==> src/shared/sasc_pkg.sv <==
// Purpose: Shared constants and types for the converter sequencer control.
// Assumes: 20 MHz system clock, 12-bit successive-approximation core.
// Notes: Channel 8 is the temperature sensor; 0 to 7 are the fixed pins.
package sasc_pkg;
  // ==========================================================================
  // Widths and channel map
  localparam int ADC_BITS = 12;
  localparam int NUM_CH = 8;
  localparam int NBUF = 9;
  localparam int CH_W = 4;
  localparam logic [3:0] TEMP_CH = 4'h8;
  localparam logic [3:0] LAST_PIN_CH = 4'h7;
  localparam int ST_W = 8;
  // ==========================================================================
  // Timing
  localparam int CLK_HZ = 20_000_000;
  localparam int CONV_CLK_MAX_HZ = 14_500_000;
  localparam int CONV_DIV_MIN = (CLK_HZ + CONV_CLK_MAX_HZ - 1) / CONV_CLK_MAX_HZ;
  localparam int CONV_MIN_CLKS = 18;
  localparam int SAMPLE_MIN_CLKS = CONV_MIN_CLKS - ADC_BITS;
  localparam logic [7:0] SAMPLE_MIN = 8'(SAMPLE_MIN_CLKS);
  localparam int RATE_MAX_KSPS = 806;
  // ==========================================================================
  // Buffering and reset values
  localparam int FIFO_DEPTH = 8;
  localparam int FIFO_W = 1 + CH_W + ADC_BITS;
  localparam logic [ADC_BITS-1:0] RESULT_RST = 12'h000;
  localparam logic [ADC_BITS-1:0] DAC_MID = 12'h800;
  // ==========================================================================
  // Reference choices
  localparam logic [1:0] REF_VDD = 2'h0;
  localparam logic [1:0] REF_VDD_HALF = 2'h1;
  localparam logic [1:0] REF_INTERNAL = 2'h2;
  localparam logic [1:0] REF_EXTERNAL = 2'h3;
  typedef enum logic [1:0] {CONV_IDLE, CONV_SAMPLE, CONV_SAR} sasc_conv_state_t;
  typedef enum logic [1:0] {SEQ_IDLE, SEQ_SCAN, SEQ_FIRMWARE} sasc_seq_state_t;
endpackage : sasc_pkg

==> src/shared/sasc_conv_if.sv <==
// Purpose: Carrier between sequencer and conversion engine.
// Assumes: One conversion in flight at a time.
// Notes: ready may be high in the same cycle as done.
`timescale 1ns/1ps
interface sasc_conv_if;
  logic start;
  logic abort;
  logic ready;
  logic done;
  logic [3:0] chan;
  logic [7:0] sample_clks;
  logic [11:0] result;
  logic [3:0] done_chan;
  modport ctrl (output start, abort, chan, sample_clks, input ready, done, result, done_chan);
  modport conv (input start, abort, chan, sample_clks, output ready, done, result, done_chan);
endinterface : sasc_conv_if

==> src/hw/sasc_fifo.sv <==
// Purpose: Result FIFO between conversion engine and channel buffers.
// Assumes: Writer respects o_in_ready.
// Notes: Level output lets the writer reserve room ahead.
`timescale 1ns/1ps
module sasc_fifo #(
  parameter int WIDTH = 17,
  parameter int DEPTH = 8
) (
  input wire logic i_clock,
  input wire logic i_resetn,
  input wire logic i_in_valid,
  output logic o_in_ready,
  input wire logic [WIDTH-1:0] i_in_data,
  output logic o_out_valid,
  input wire logic i_out_ready,
  output logic [WIDTH-1:0] o_out_data,
  output logic [$clog2(DEPTH+1)-1:0] o_level
);
  localparam int AW = $clog2(DEPTH);
  localparam int LW = $clog2(DEPTH + 1);
  logic [WIDTH-1:0] mem_q [DEPTH];
  logic [AW-1:0] wr_q, rd_q;
  logic [LW-1:0] cnt_q;
  logic push, pop;
  assign o_in_ready = cnt_q != LW'(DEPTH);
  assign o_out_valid = cnt_q != '0;
  assign push = i_in_valid && o_in_ready;
  assign pop = o_out_valid && i_out_ready;
  assign o_out_data = mem_q[rd_q];
  assign o_level = cnt_q;
  always_ff @(posedge i_clock) begin
    if (push) begin
      mem_q[wr_q] <= i_in_data;
    end
  end
  always_ff @(posedge i_clock or negedge i_resetn) begin
    if (!i_resetn) begin
      wr_q <= '0;
      rd_q <= '0;
      cnt_q <= '0;
    end else begin
      if (push) begin
        wr_q <= (wr_q == AW'(DEPTH - 1)) ? '0 : wr_q + 1'b1;
      end
      if (pop) begin
        rd_q <= (rd_q == AW'(DEPTH - 1)) ? '0 : rd_q + 1'b1;
      end
      cnt_q <= cnt_q + LW'(push) - LW'(pop);
    end
  end
endmodule : sasc_fifo

==> src/hw/sasc_sar_engine.sv <==
// Purpose: Sample-and-hold timing and successive approximation.
// Assumes: i_cmp high when input is at or above the DAC level.
// Notes: Converter clock is the system clock divided by CONV_DIV.
`timescale 1ns/1ps
module sasc_sar_engine import sasc_pkg::*; #(
  parameter int CONV_DIV = CONV_DIV_MIN
) (
  input wire logic i_clock,
  input wire logic i_resetn,
  sasc_conv_if.conv cv,
  input wire logic i_cmp,
  output logic [3:0] o_mux_sel,
  output logic o_sample,
  output logic [11:0] o_dac
);
  localparam int DW = $clog2(CONV_DIV + 1);
  sasc_conv_state_t state_q;
  logic [DW-1:0] div_q;
  logic [7:0] cnt_q;
  logic [3:0] bit_q;
  logic [11:0] sar_q;
  logic tick, accept, last_bit;
  logic [11:0] kept;
  assign tick = div_q == DW'(CONV_DIV - 1);
  assign last_bit = state_q == CONV_SAR && tick && bit_q == 4'h0;
  assign cv.ready = state_q == CONV_IDLE;
  assign accept = cv.start && cv.ready && !cv.abort;
  assign kept = i_cmp ? sar_q : (sar_q & ~(12'h001 << bit_q));
  assign o_sample = state_q == CONV_SAMPLE;
  assign o_dac = sar_q;
  // ==========================================================================
  // Converter clock
  // [RL1] Divided converter clock
  always_ff @(posedge i_clock or negedge i_resetn) begin
    if (!i_resetn) begin
      div_q <= '0;
    end else if (accept || tick) begin
      div_q <= '0;
    end else begin
      div_q <= div_q + 1'b1;
    end
  end
  // ==========================================================================
  // Conversion sequence
  always_ff @(posedge i_clock or negedge i_resetn) begin
    if (!i_resetn) begin
      state_q <= CONV_IDLE;
      cnt_q <= 8'h00;
      bit_q <= 4'h0;
      sar_q <= RESULT_RST;
      o_mux_sel <= 4'h0;
    end else if (cv.abort) begin
      state_q <= CONV_IDLE;
    end else begin
      case (state_q)
        CONV_IDLE: begin
          // [RL4] [RL9] Programmed aperture
          if (accept) begin
            state_q <= CONV_SAMPLE;
            o_mux_sel <= cv.chan;
            cnt_q <= ((cv.sample_clks < SAMPLE_MIN) ? SAMPLE_MIN : cv.sample_clks) - 8'h01;
          end
        end
        CONV_SAMPLE: begin
          if (tick) begin
            if (cnt_q == 8'h00) begin
              state_q <= CONV_SAR;
              bit_q <= 4'hB;
              sar_q <= DAC_MID;
            end else begin
              cnt_q <= cnt_q - 8'h01;
            end
          end
        end
        CONV_SAR: begin
          // [RL2] Twelve bit decisions
          if (tick) begin
            sar_q <= (bit_q == 4'h0) ? kept : (kept | (12'h001 << (bit_q - 4'h1)));
            bit_q <= bit_q - 4'h1;
            if (bit_q == 4'h0) begin
              state_q <= CONV_IDLE;
            end
          end
        end
        default: state_q <= CONV_IDLE;
      endcase
    end
  end
  always_ff @(posedge i_clock or negedge i_resetn) begin
    if (!i_resetn) begin
      cv.done <= 1'b0;
      cv.result <= RESULT_RST;
      cv.done_chan <= 4'h0;
    end else begin
      cv.done <= last_bit && !cv.abort;
      if (last_bit) begin
        cv.result <= kept;
        cv.done_chan <= o_mux_sel;
      end
    end
  end
  // ==========================================================================
  // Checks
  logic [15:0] len_q;
  always_ff @(posedge i_clock or negedge i_resetn) begin
    if (!i_resetn) begin
      len_q <= 16'h0000;
    end else if (accept) begin
      len_q <= 16'h0001;
    end else if (len_q != 16'hFFFF) begin
      len_q <= len_q + 16'h0001;
    end
  end
endmodule : sasc_sar_engine

==> src/hw/sasc_sar_sequencer.sv <==
// Purpose: Channel sequencer, result buffers and range check for the converter.
// Assumes: Control inputs synchronous to i_clock; i_cmp from the analog comparator.
// Notes: Results pass a FIFO; a stalled stream stalls the sequencer.
//
// Contract
// [RL1] Conversion at least eighteen clocks, bounded clock
// [RL2] Twelve-bit results at full aggregate rate
// [RL3] Four reference choices including external pin
// [RL4] Sample aperture length is programmable
// [RL5] Eight-channel sequencer on fixed pins
// [RL6] Scan steps enabled channels without gaps
// [RL7] Hardware scan or firmware channel select
// [RL8] Separate result buffer per channel
// [RL9] Per-channel programmable sample time applied
// [RL10] Low/high limits raise out-of-range interrupt
// [RL11] Range check on each completing result
// [RL12] Temperature sensor is a selectable input
// [RL13] Unavailable in deep-sleep and hibernate
// [RL14] Scan-complete flag after last buffer write
`timescale 1ns/1ps
module sasc_sar_sequencer import sasc_pkg::*; #(
  parameter int CONV_DIV = CONV_DIV_MIN,
  parameter int DEPTH = FIFO_DEPTH
) (
  input wire logic i_clock,
  input wire logic i_resetn,
  input wire logic i_enable,
  input wire logic i_power_ok,
  input wire logic i_scan_mode,
  input wire logic [NUM_CH-1:0] i_chan_en,
  input wire logic [NUM_CH*ST_W-1:0] i_sample_time,
  input wire logic [ST_W-1:0] i_temp_sample_time,
  input wire logic i_fw_start,
  input wire logic [3:0] i_fw_chan,
  input wire logic [1:0] i_ref_sel,
  input wire logic [11:0] i_low_limit,
  input wire logic [11:0] i_high_limit,
  input wire logic i_range_clr,
  input wire logic i_scan_done_clr,
  input wire logic [NBUF-1:0] i_buf_clr,
  input wire logic i_cmp,
  input wire logic i_st_en,
  input wire logic i_st_ready,
  output logic o_st_valid,
  output logic [3:0] o_st_chan,
  output logic [11:0] o_st_data,
  output logic [3:0] o_mux_sel,
  output logic o_temp_sel,
  output logic o_sample,
  output logic [11:0] o_dac,
  output logic [1:0] o_ref_sel,
  output logic o_ext_ref_en,
  output logic o_available,
  output logic o_busy,
  output logic [NBUF*12-1:0] o_results,
  output logic [NBUF-1:0] o_buf_new,
  output logic o_range_irq,
  output logic o_range_low,
  output logic o_range_high,
  output logic o_scan_done
);
  // ==========================================================================
  // Channel helpers
  function automatic logic [3:0] next_enabled(input logic [3:0] cur,
                                              input logic [NUM_CH-1:0] en);
    logic [3:0] r;
    logic [3:0] c;
    r = cur;
    for (int k = NUM_CH; k >= 1; k--) begin
      c = 4'((32'(cur) + k) % NUM_CH);
      if (en[c[2:0]]) begin
        r = c;
      end
    end
    return r;
  endfunction : next_enabled
  function automatic logic [3:0] last_enabled(input logic [NUM_CH-1:0] en);
    logic [3:0] r;
    r = 4'h0;
    for (int k = 0; k < NUM_CH; k++) begin
      if (en[k]) begin
        r = 4'(k);
      end
    end
    return r;
  endfunction : last_enabled
  function automatic logic [ST_W-1:0] sample_of(input logic [3:0] ch,
                                                input logic [NUM_CH*ST_W-1:0] st,
                                                input logic [ST_W-1:0] tst);
    logic [ST_W-1:0] r;
    r = tst;
    if (ch < TEMP_CH) begin
      r = st[ch[2:0]*ST_W +: ST_W];
    end
    return r;
  endfunction : sample_of
  // ==========================================================================
  // Declarations
  sasc_conv_if cv ();
  sasc_seq_state_t seq_q;
  logic [3:0] cur_q;
  logic fw_pend_q;
  logic [3:0] fw_chan_q;
  logic fw_ok, run, room, go, scan_req, fw_req;
  logic [3:0] start_chan, scan_next;
  logic inflight_scan_q;
  logic [$clog2(DEPTH+1)-1:0] level;
  logic fifo_out_valid, pop;
  logic [FIFO_W-1:0] fifo_out;
  logic push_last, pop_last;
  logic [3:0] pop_chan;
  logic [11:0] pop_data;
  logic [11:0] buf_q [NBUF];
  logic out_low, out_high;
  // ==========================================================================
  // Sequencer
  // [RL13] Unavailable without the fast clock
  assign run = i_enable && i_power_ok;
  assign fw_ok = i_fw_chan <= TEMP_CH;
  assign room = 32'(level) <= DEPTH - 2;
  assign scan_next = next_enabled(cur_q, i_chan_en);
  assign scan_req = seq_q == SEQ_SCAN && i_chan_en != '0;
  assign fw_req = seq_q == SEQ_FIRMWARE && fw_pend_q;
  // [RL7] Two channel-select methods
  assign start_chan = (seq_q == SEQ_SCAN) ? scan_next : fw_chan_q;
  // [RL6] Start as soon as engine frees
  assign go = run && room && cv.ready && (scan_req || fw_req);
  assign cv.start = go;
  assign cv.abort = !i_power_ok;
  assign cv.chan = start_chan;
  // [RL9] Sample time follows the channel
  assign cv.sample_clks = sample_of(start_chan, i_sample_time, i_temp_sample_time);
  assign o_busy = !cv.ready;
  always_ff @(posedge i_clock or negedge i_resetn) begin
    if (!i_resetn) begin
      seq_q <= SEQ_IDLE;
    end else if (!run) begin
      seq_q <= SEQ_IDLE;
    end else begin
      case (seq_q)
        SEQ_IDLE: seq_q <= i_scan_mode ? SEQ_SCAN : SEQ_FIRMWARE;
        SEQ_SCAN: seq_q <= i_scan_mode ? SEQ_SCAN : SEQ_FIRMWARE;
        SEQ_FIRMWARE: seq_q <= i_scan_mode ? SEQ_SCAN : SEQ_FIRMWARE;
        default: seq_q <= SEQ_IDLE;
      endcase
    end
  end
  // [RL5] Walk the eight pin channels
  always_ff @(posedge i_clock or negedge i_resetn) begin
    if (!i_resetn) begin
      cur_q <= LAST_PIN_CH;
      inflight_scan_q <= 1'b0;
    end else begin
      if (seq_q != SEQ_SCAN) begin
        cur_q <= LAST_PIN_CH;
      end else if (go) begin
        cur_q <= scan_next;
      end
      if (go) begin
        inflight_scan_q <= seq_q == SEQ_SCAN;
      end
    end
  end
  // [RL12] Temperature sensor as channel eight
  always_ff @(posedge i_clock or negedge i_resetn) begin
    if (!i_resetn) begin
      fw_pend_q <= 1'b0;
      fw_chan_q <= 4'h0;
    end else if (!run) begin
      fw_pend_q <= 1'b0;
    end else if (i_fw_start && fw_ok) begin
      fw_pend_q <= 1'b1;
      fw_chan_q <= i_fw_chan;
    end else if (go && seq_q == SEQ_FIRMWARE) begin
      fw_pend_q <= 1'b0;
    end
  end
  // ==========================================================================
  // Engine and result FIFO
  sasc_sar_engine #(.CONV_DIV(CONV_DIV)) u_engine (
    .i_clock(i_clock),
    .i_resetn(i_resetn),
    .cv(cv.conv),
    .i_cmp(i_cmp),
    .o_mux_sel(o_mux_sel),
    .o_sample(o_sample),
    .o_dac(o_dac)
  );
  assign o_temp_sel = o_mux_sel == TEMP_CH;
  assign push_last = inflight_scan_q && cv.done_chan == last_enabled(i_chan_en);
  // A stalled stream fills the FIFO and holds the next start
  assign pop = fifo_out_valid && (i_st_ready || !i_st_en);
  assign {pop_last, pop_chan, pop_data} = fifo_out;
  assign o_st_valid = fifo_out_valid && i_st_en;
  assign o_st_chan = pop_chan;
  assign o_st_data = pop_data;
  sasc_fifo #(.WIDTH(FIFO_W), .DEPTH(DEPTH)) u_fifo (
    .i_clock(i_clock),
    .i_resetn(i_resetn),
    .i_in_valid(cv.done),
    .o_in_ready(),
    .i_in_data({push_last, cv.done_chan, cv.result}),
    .o_out_valid(fifo_out_valid),
    .i_out_ready(pop),
    .o_out_data(fifo_out),
    .o_level(level)
  );
  // ==========================================================================
  // Channel buffers
  // [RL8] One buffer per channel
  always_ff @(posedge i_clock or negedge i_resetn) begin
    if (!i_resetn) begin
      for (int k = 0; k < NBUF; k++) begin
        buf_q[k] <= RESULT_RST;
      end
    end else if (pop) begin
      buf_q[pop_chan] <= pop_data;
    end
  end
  generate
    for (genvar g = 0; g < NBUF; g++) begin : g_buf
      assign o_results[g*12 +: 12] = buf_q[g];
      // New-result flag: a write beats a clear in the same cycle
      always_ff @(posedge i_clock or negedge i_resetn) begin
        if (!i_resetn) begin
          o_buf_new[g] <= 1'b0;
        end else if (pop && pop_chan == 4'(g)) begin
          o_buf_new[g] <= 1'b1;
        end else if (i_buf_clr[g]) begin
          o_buf_new[g] <= 1'b0;
        end
      end
    end
  endgenerate
  // [RL14] Scan-complete on last buffer write
  always_ff @(posedge i_clock or negedge i_resetn) begin
    if (!i_resetn) begin
      o_scan_done <= 1'b0;
    end else if (pop && pop_last) begin
      o_scan_done <= 1'b1;
    end else if (i_scan_done_clr) begin
      o_scan_done <= 1'b0;
    end
  end
  // ==========================================================================
  // Range check
  assign out_low = cv.result < i_low_limit;
  assign out_high = cv.result > i_high_limit;
  // [RL10] [RL11] Check each result at completion
  always_ff @(posedge i_clock or negedge i_resetn) begin
    if (!i_resetn) begin
      o_range_low <= 1'b0;
      o_range_high <= 1'b0;
    end else begin
      if (cv.done && out_low) begin
        o_range_low <= 1'b1;
      end else if (i_range_clr) begin
        o_range_low <= 1'b0;
      end
      if (cv.done && out_high) begin
        o_range_high <= 1'b1;
      end else if (i_range_clr) begin
        o_range_high <= 1'b0;
      end
    end
  end
  assign o_range_irq = o_range_low || o_range_high;
  // ==========================================================================
  // Reference and availability
  // [RL3] Reference selector
  always_ff @(posedge i_clock or negedge i_resetn) begin
    if (!i_resetn) begin
      o_ref_sel <= REF_VDD;
      o_ext_ref_en <= 1'b0;
      o_available <= 1'b0;
    end else begin
      o_ref_sel <= i_ref_sel;
      o_ext_ref_en <= i_ref_sel == REF_EXTERNAL;
      o_available <= i_power_ok;
    end
  end
endmodule : sasc_sar_sequencer

==> config.mk <==
export PLATFORM = sky130hd
export DESIGN_NAME = sasc_sar_sequencer
export DESIGN_NICKNAME = d
export VERILOG_FILES = /design/src/shared/sasc_pkg.sv /design/src/shared/sasc_conv_if.sv /design/src/hw/sasc_fifo.sv /design/src/hw/sasc_sar_engine.sv /design/src/hw/sasc_sar_sequencer.sv
export SDC_FILE = /design/constraint.sdc
export NUM_CORES = 1
export LEC_CHECK = 0
export ABC_CLOCK_PERIOD_IN_PS = 6700
export BUFFER_PORTS_ARGS = -buffer_cell sky130_fd_sc_hd__buf_2
export CAP_MARGIN = 30
export CORE_MARGIN = 2
export CORE_UTILIZATION = 55
export DETAILED_ROUTE_END_ITERATION = 8
export PLACE_DENSITY = 0.79
export SLEW_MARGIN = 10
export SYNTH_ARGS = -nofsm -noshare
export SYNTH_HDL_FRONTEND = slang
export SYNTH_SLANG_ARGS = --single-unit
export TNS_END_PERCENT = 20
==> constraint.sdc <==
create_clock -name i_clock -period 6.7 [get_ports i_clock]
set_clock_uncertainty 0.05 [all_clocks]
set_input_delay 0.335 -clock i_clock [delete_from_list [all_inputs] [get_ports i_clock]]
set_output_delay 0.335 -clock i_clock [all_outputs]
set_load 0.01 [all_outputs]
## Yosys cells after proc, flatten, opt, wreduce, memory -nomap -nowiden

Memory sizes are Yosys's and may differ from the RTL's.
Cells that the tools add are included.

| storage, ports and cells | value |
|---|---|
| bits in registers | 195 |
| memory bits (writable) | 136 |
| bits of input ports | 130 |
| output and inout port bits | 161 |
| logic and storage cells | 271 |
| memories | 1 |

| cells by class | value |
|---|---|
| add/sub/neg operators | 16 |
| $lt $le $gt $ge | 16 |
| equal/unequal tests | 31 |
| shift-type cells | 3 |
| mux-type cells | 94 |
| bitwise logic cells | 4 |
| reductions and logical operators | 65 |

Memory list:

| memory | depth | width | read ports | clocked after memory_dff | write ports | line | RTL |
|---|---|---|---|---|---|---|---|
| u_fifo.mem_q | 8 | 17 | 1 | 0 | 1 | sasc_fifo.sv:21 | `logic [WIDTH-1:0] mem_q [DEPTH];` |

Operators by type and width:

| cell | count |
|---|---|
| $bwmux 108 | 1 |
| $mux 4 | 20 |
| $mux 12 | 6 |
| $shiftx 64x7->8 | 1 |
| $demux 12 s4 | 1 |
| $mux 8 | 5 |
| $mux 1 | 37 |
| $lt 3x4->1 const B | 8 |
| $logic_and 1x1->1 | 31 |
| $reduce_bool 2->1 | 15 |
| $bmux 1 s3 | 8 |
| $pmux 12 s2 | 1 |
| $shl 1x4->12 const A | 2 |
| $mux 2 | 10 |
| $eq 4x3->1 const B | 4 |
| $pmux 8 s2 | 1 |
| $sub 8x1->8 const B | 2 |
| $reduce_and 5->1 | 3 |
| $add 3x1->3 const B | 4 |
| $add 3x3->3 const B | 4 |
| $and 12x12->12 | 1 |
| $gt 12x12->1 | 1 |
| $lt 12x12->1 | 1 |
| $ne 3x2->1 const B | 4 |
| other kinds (39) | 58 |

## Depth between registers and ports, before layout

| depth | value |
|---|---|
| depth in word-level cells | 19 |
| mapped depth | 24 |
| mapped depth without buffers | 18 |

## Hierarchy

From an unflattened synthesis, not the netlist that was laid out.

| second synthesis, totals | value |
|---|---|
| cells, all modules | 1165 |
| area, all modules | 16156.7 µm² |

Modules (own cells, without submodules):

| module | times used | cells an instance | area an instance (µm²) | seq. area each (µm²) |
|---|---|---|---|---|
| sasc_sar_sequencer | 1 | 627 | 7562.3 | 3407.0 |
| sasc_fifo | 1 | 254 | 5856.9 | 4334.2 |
| sasc_sar_engine | 1 | 284 | 2737.6 | 1226.2 |

## Least setup slack after synthesis

No wires, ideal clock.

| timing path | value |
|---|---|
| path type | register to register |
| from | reg cur_q[0] |
| to | reg u_engine.cnt_q[6] |
| arrival time | 5.522 ns |
| setup slack | 1.002 ns |
| stages on the path, launching flop included | 23 |
| path through | dfstp_2 -> buf_6 -> buf_6 -> buf_6 -> inv_1 -> ha_1 -> clkbuf_1 -> mux4_2 -> a21boi_1 -> or4b_4 -> nand3_4 -> buf_6 -> mux2i_1 -> mux2i_1 -> mux2_4 -> a21o_4 -> a2111oi_4 -> or2_1 -> ha_1 -> o21ai_0 -> a2111oi_1 -> xnor2_1 -> mux2i_1 |

| between the ends | value |
|---|---|
| cells in the longest elaborated chain, start to end | 19 |
| elaborated cells on any way between the ends | 41 |

RTL lines:

| element | line | RTL |
|---|---|---|
| start, declared | sasc_sar_sequencer.sv:101 | `logic [3:0] cur_q;` |
| start signal, assigned | sasc_sar_sequencer.sv:157 | `cur_q <= scan_next;` |
| $add 3x1->3 | sasc_sar_sequencer.sv:70 | `c = 4'((32'(cur) + k) % NUM_CH);` |
| $bmux 1 s3 | sasc_sar_sequencer.sv:71 | `if (en[c[2:0]]) begin` |
| $mux 1 (not written as such) | sasc_sar_sequencer.sv:71 |  |
| $mux 4 (7 in a row) | sasc_sar_sequencer.sv:71 |  |
| $mux 4 * | sasc_sar_sequencer.sv:71 |  |
| $mux 4 * | sasc_sar_sequencer.sv:125 | `assign start_chan = (seq_q == SEQ_SCAN) ? scan_next : fw_chan_q;` |
| $shiftx 64x7->8 or $lt 4x4->1 (tied branches) | sasc_sar_sequencer.sv:93, sasc_sar_sequencer.sv:92 |  |
| $mux 8 * | sasc_sar_sequencer.sv:92 | `if (ch < TEMP_CH) begin` |
| $lt 8x3->1 | sasc_sar_engine.sv:61 | `cnt_q <= ((cv.sample_clks < SAMPLE_MIN) ? SAMPLE_MIN : cv.sample_clks) - 8'h01;` |
| $mux 8 * | sasc_sar_engine.sv:61 |  |
| $sub 8x1->8 * | sasc_sar_engine.sv:61 |  |
| $mux 8 * | sasc_sar_engine.sv:58 | `if (accept) begin` |
| $pmux 8 s2 * | sasc_sar_engine.sv:55 | `case (state_q)` |
| end signal, assigned | sasc_sar_engine.sv:61 |  |
| end signal, assigned | sasc_sar_engine.sv:71 | `cnt_q <= cnt_q - 8'h01;` |
| end, declared | sasc_sar_engine.sv:19 | `logic [7:0] cnt_q;` |

Every way passes the cells marked *; elsewhere a longest branch is shown, timed or not. The select of a mux whose other input is x is not followed.
A chain may end at the register's enable or synchronous reset.

## Worst setup path in the final report

Ends and elaborated chain as after synthesis.

==> metrics.md <==
| Metric | Value |
|---|---|
| Static Leakage | 0.00908 uW |
| Routed Antenna Nets | 0 |
| First-pass GRT wire length | 61.0 mm |
| Pre-Repair DR Iteration Count | 4 |
| Post-DP Area | 17900 sq um |
| GRT overflow | 0 |
| Register-to-Register Path Depth | 17 |
| Total power | 6390 uW |
| Worst hold start | i_power_ok |
| Final nets | 1657 |
| Vias in the first global route | 11144 |
| Area delta synth->final | 21.4% |
| DR vias/cell | 5.82 |
| Crit end category | register |
| Design Area, Final | 19200 sq um |
| Die Span X | 173 microns |
| 1st-iter DRT viols | 694 |
| Syn Area/Cell | 13.5 sq um |
| Compound-gate portion of the synthesized area | 7.56% |
| Reg-to-Reg End | u_engine.cnt_q[6] |
| Fillers | 2045 |
| TritonCTS Buffers | 36 |
| Final hold violation count | 0 |
| Most common cell after layout, fill and taps aside | buf_2 |
| Status | finished clean |
| DR vias | 11013 |
| Port bufs | 290 |
| Register-to-register setup slack | 0.65 ns |
| Max Cap Violations | 0 |
| Initial core utilization | 55.5% |
| Final period utilization | 90.3% |
| Final Wtd Congestion | 0.872 |
| Clock Latency Late Sink | 0.53 ns |
| Largest net degree at the start of global routing | 104 |
| Die Ht | 173 microns |
| IO Count | 291 |
| Min Clock Period, post-route | 6.05 ns |
| Area of the mapped netlist | 15800 sq um |
| Unique masters post-synth | 73 |
| Post-synthesis xor/xnor area fraction | 0.657% |
| CP Launch Type | register |
| DP Wirelength | 26.8 mm |
| GRT Overall Usage | 25.9% |
| CP Class | reg2reg |
| Worst-path clk slew | 0.06 ns |
| Mux share of post-synthesis cell area | 21.2% |
| Worst VDD drop | 0.185 mV |
| CP arrival | 6.40 ns |
| Largest family of logic cells by synthesized area | multiplexers |
| DRC | 0 |
| Worst-Margin Slew | 1.00 ns |
| Setup violations, final | 0 |
| Rows | 62 |
| Mapped Nets | 1342 |
| TritonCTS clock tree | yes |
| Adder-cell area share of the yosys netlist | 3.61% |
| Fmax achieved | 165 MHz |
| Sink Count | 331 |
| Worst Hold Path EP | o_available |
| Ant. Diodes | 0 |
| H-tree depth | 2 |
| Die area | 30100 sq um |
| Core Region | 28500 sq um |
| Slew margin rel. | 33.1% |
| Cell Pwr Density | 334 nW/um^2 |
| Initial antenna violation count | 0 |
| Worst path required time | 7.05 ns |
| Most used DFF post-synth | dfrtp_1 |
| Critical R2R Launch | cur_q[0] |
| Sequential cell area fraction in the yosys report | 56.8% |
| Post-synth EDFFs | 136 |
| WHS Path Cells | 1 |
| Routed len/inst | 20.5 microns |
| Layout cells sized above 1 | 39.5% |
| Final WL | 38.8 mm |
| Most frequent cells in the layout | buf_2, dfrtp_1, mux2_2, edfxtp_1, nand2_1 |
| #FFs+latches synth | 331 |
| CTS Root Cell | clkbuf_16 |
| Maximum net fanout on the critical path | 15 |
| Total Neg Setup Slack | 0 ns |
| RSZ-0062 raised after global routing | no |
| Syn Inst Count | 1167 |
| Asr flop ratio synth | 58.9% |
| Worst-case clock buffer depth | 3 |
| YS warnings | 0 |
| Post-Synth Simple-Gate Area | 6.92% |
| Hold crit path type | in2reg |
| Final Max Slew Viols | 0 |
metal layers:
| layer | wire [microns] | global-route usage (%) |
|---|---|---|
| met5 | 0 | 0 |
| met1 | 15700 | 34.0 |
| met3 | 2760 | 3.93 |
| met4 | 1150 | 9.29 |
| met2 | 19200 | 44.3 |
critical path, stage by stage, from the launching register on:
cell	delay, ns
dfstp_2	0.67
buf_4	0.31
mux4_2	0.60
a221oi_1	0.35
o31ai_1	0.12
a211oi_1	0.33
o31a_1	0.72
inv_2	0.26
or3_1	0.44
a41oi_2	0.22
o21ai_1	0.21
a2111oi_4	0.37
or2_1	0.18
ha_1	0.20
o21ai_0	0.15
a2111oi_1	0.47
xnor2_1	0.17
mux2i_1	0.09
layout make-up:
type,instances,area [sq um],area share (%)
clock buffers,50,973,5.08
clock inverters,15,201,1.05
well taps,384,480,2.51
repair buffers,330,1920,10.0
multi-input cells,713,6360,33.2
inverters,70,263,1.37
flip-flops and latches,331,8970,46.8
Yosys cell counts, types with 3 or more instances:
cell type,instances,area share [%]
a2111oi_0,5,0.28
a211oi_1,5,0.24
a21o_1,18,0.86
a21oi_1,31,0.98
a221oi_1,5,0.28
a31oi_1,5,0.20
and2_1,4,0.16
and3_1,3,0.12
buf_1,6,0.14
buf_4,4,0.19
buf_6,6,0.43
clkbuf_1,35,0.83
dfrtp_1,192,30
dfstp_2,3,0.50
edfxtp_1,136,26
ha_1,44,3.5
inv_1,68,1.6
mux2_1,7,0.50
mux2_2,143,10
mux2i_1,52,3.3
mux4_2,49,7.0
nand2_1,86,2.0
nand2b_1,15,0.59
nand3_1,14,0.44
nand3b_1,4,0.19
nand4_1,6,0.24
nor2_1,46,1.1
nor2b_1,9,0.36
nor3_1,14,0.44
nor3b_1,5,0.24
nor4_1,6,0.24
o21ai_0,64,2.0
o22ai_1,5,0.20
o31ai_1,5,0.24
or3_1,6,0.24
xnor2_1,5,0.28
xor2_1,5,0.28
metrics by stage:
step	util, %	instances	hold WS [ns]	worst slack (ns)
finish	67.3	1893	0.0156	0.647
global placement	62.0	1805	0.374	0.866
floorplan	-	1167	-0.0106	1.00
detailed placement	62.8	1817	0.390	0.718
CTS	67.3	1892	0.00364	0.700
global route	67.3	1893	0.0116	0.167
power by group:
group	total, uW	switching [uW]	internal [uW]
registers	2760	310	2450
logic	1670	848	821
clock network	1970	789	1180
worst max path at each step:
| stage | start | to | slack [ns] |
|---|---|---|---|
| after detailed placement | cur_q[0] | u_engine.cnt_q[6] | 0.72 |
| after CTS | cur_q[0] | u_engine.cnt_q[6] | 0.70 |
| after global placement | cur_q[0] | u_engine.cnt_q[6] | 0.87 |
| after floorplan | cur_q[0] | u_engine.cnt_q[6] | 1.00 |
| final | cur_q[0] | u_engine.cnt_q[6] | 0.65 |
| after global routing | cur_q[0] | u_engine.cnt_q[6] | 0.17 |
registers in the layout (all words and copies together), names as in the netlist, 2 cells and up:
| name | cells |
|---|---|
| u_fifo.rd_q | 3 |
| u_engine.bit_q | 4 |
| o_buf_new | 9 |
| fw_chan_q | 4 |
| u_engine.cnt_q | 8 |
| u_engine.cv.done_chan | 4 |
| u_engine.cv.result | 12 |
| o_results | 108 |
| u_engine.o_dac | 12 |
| u_engine.o_mux_sel | 4 |
| u_fifo.mem_q | 136 |
| u_engine.div_q | 2 |
| seq_q | 2 |
| u_fifo.wr_q | 3 |
| u_fifo.o_level | 4 |
| u_engine.state_q | 2 |
| cur_q | 4 |
| o_ref_sel | 2 |
kinds of logic (layout without fill, tap and decap cells):
kind of cell    count (synthesis)  count (layout)
xor+xnor                       11              11
compound gates                178             178
flops                         331             331
mux                           253             253
buf+inv                       123             465
simple gates                  226             226
fa+ha+maj                      45              45
timing repair:
item	in CTS	in global routing
gates resized for setup	0	0
hold buffers	10	0
buffers inserted	0	0
hold endpoints to repair	112	0
No activity file was read; power rests on OpenSTA's default activity.
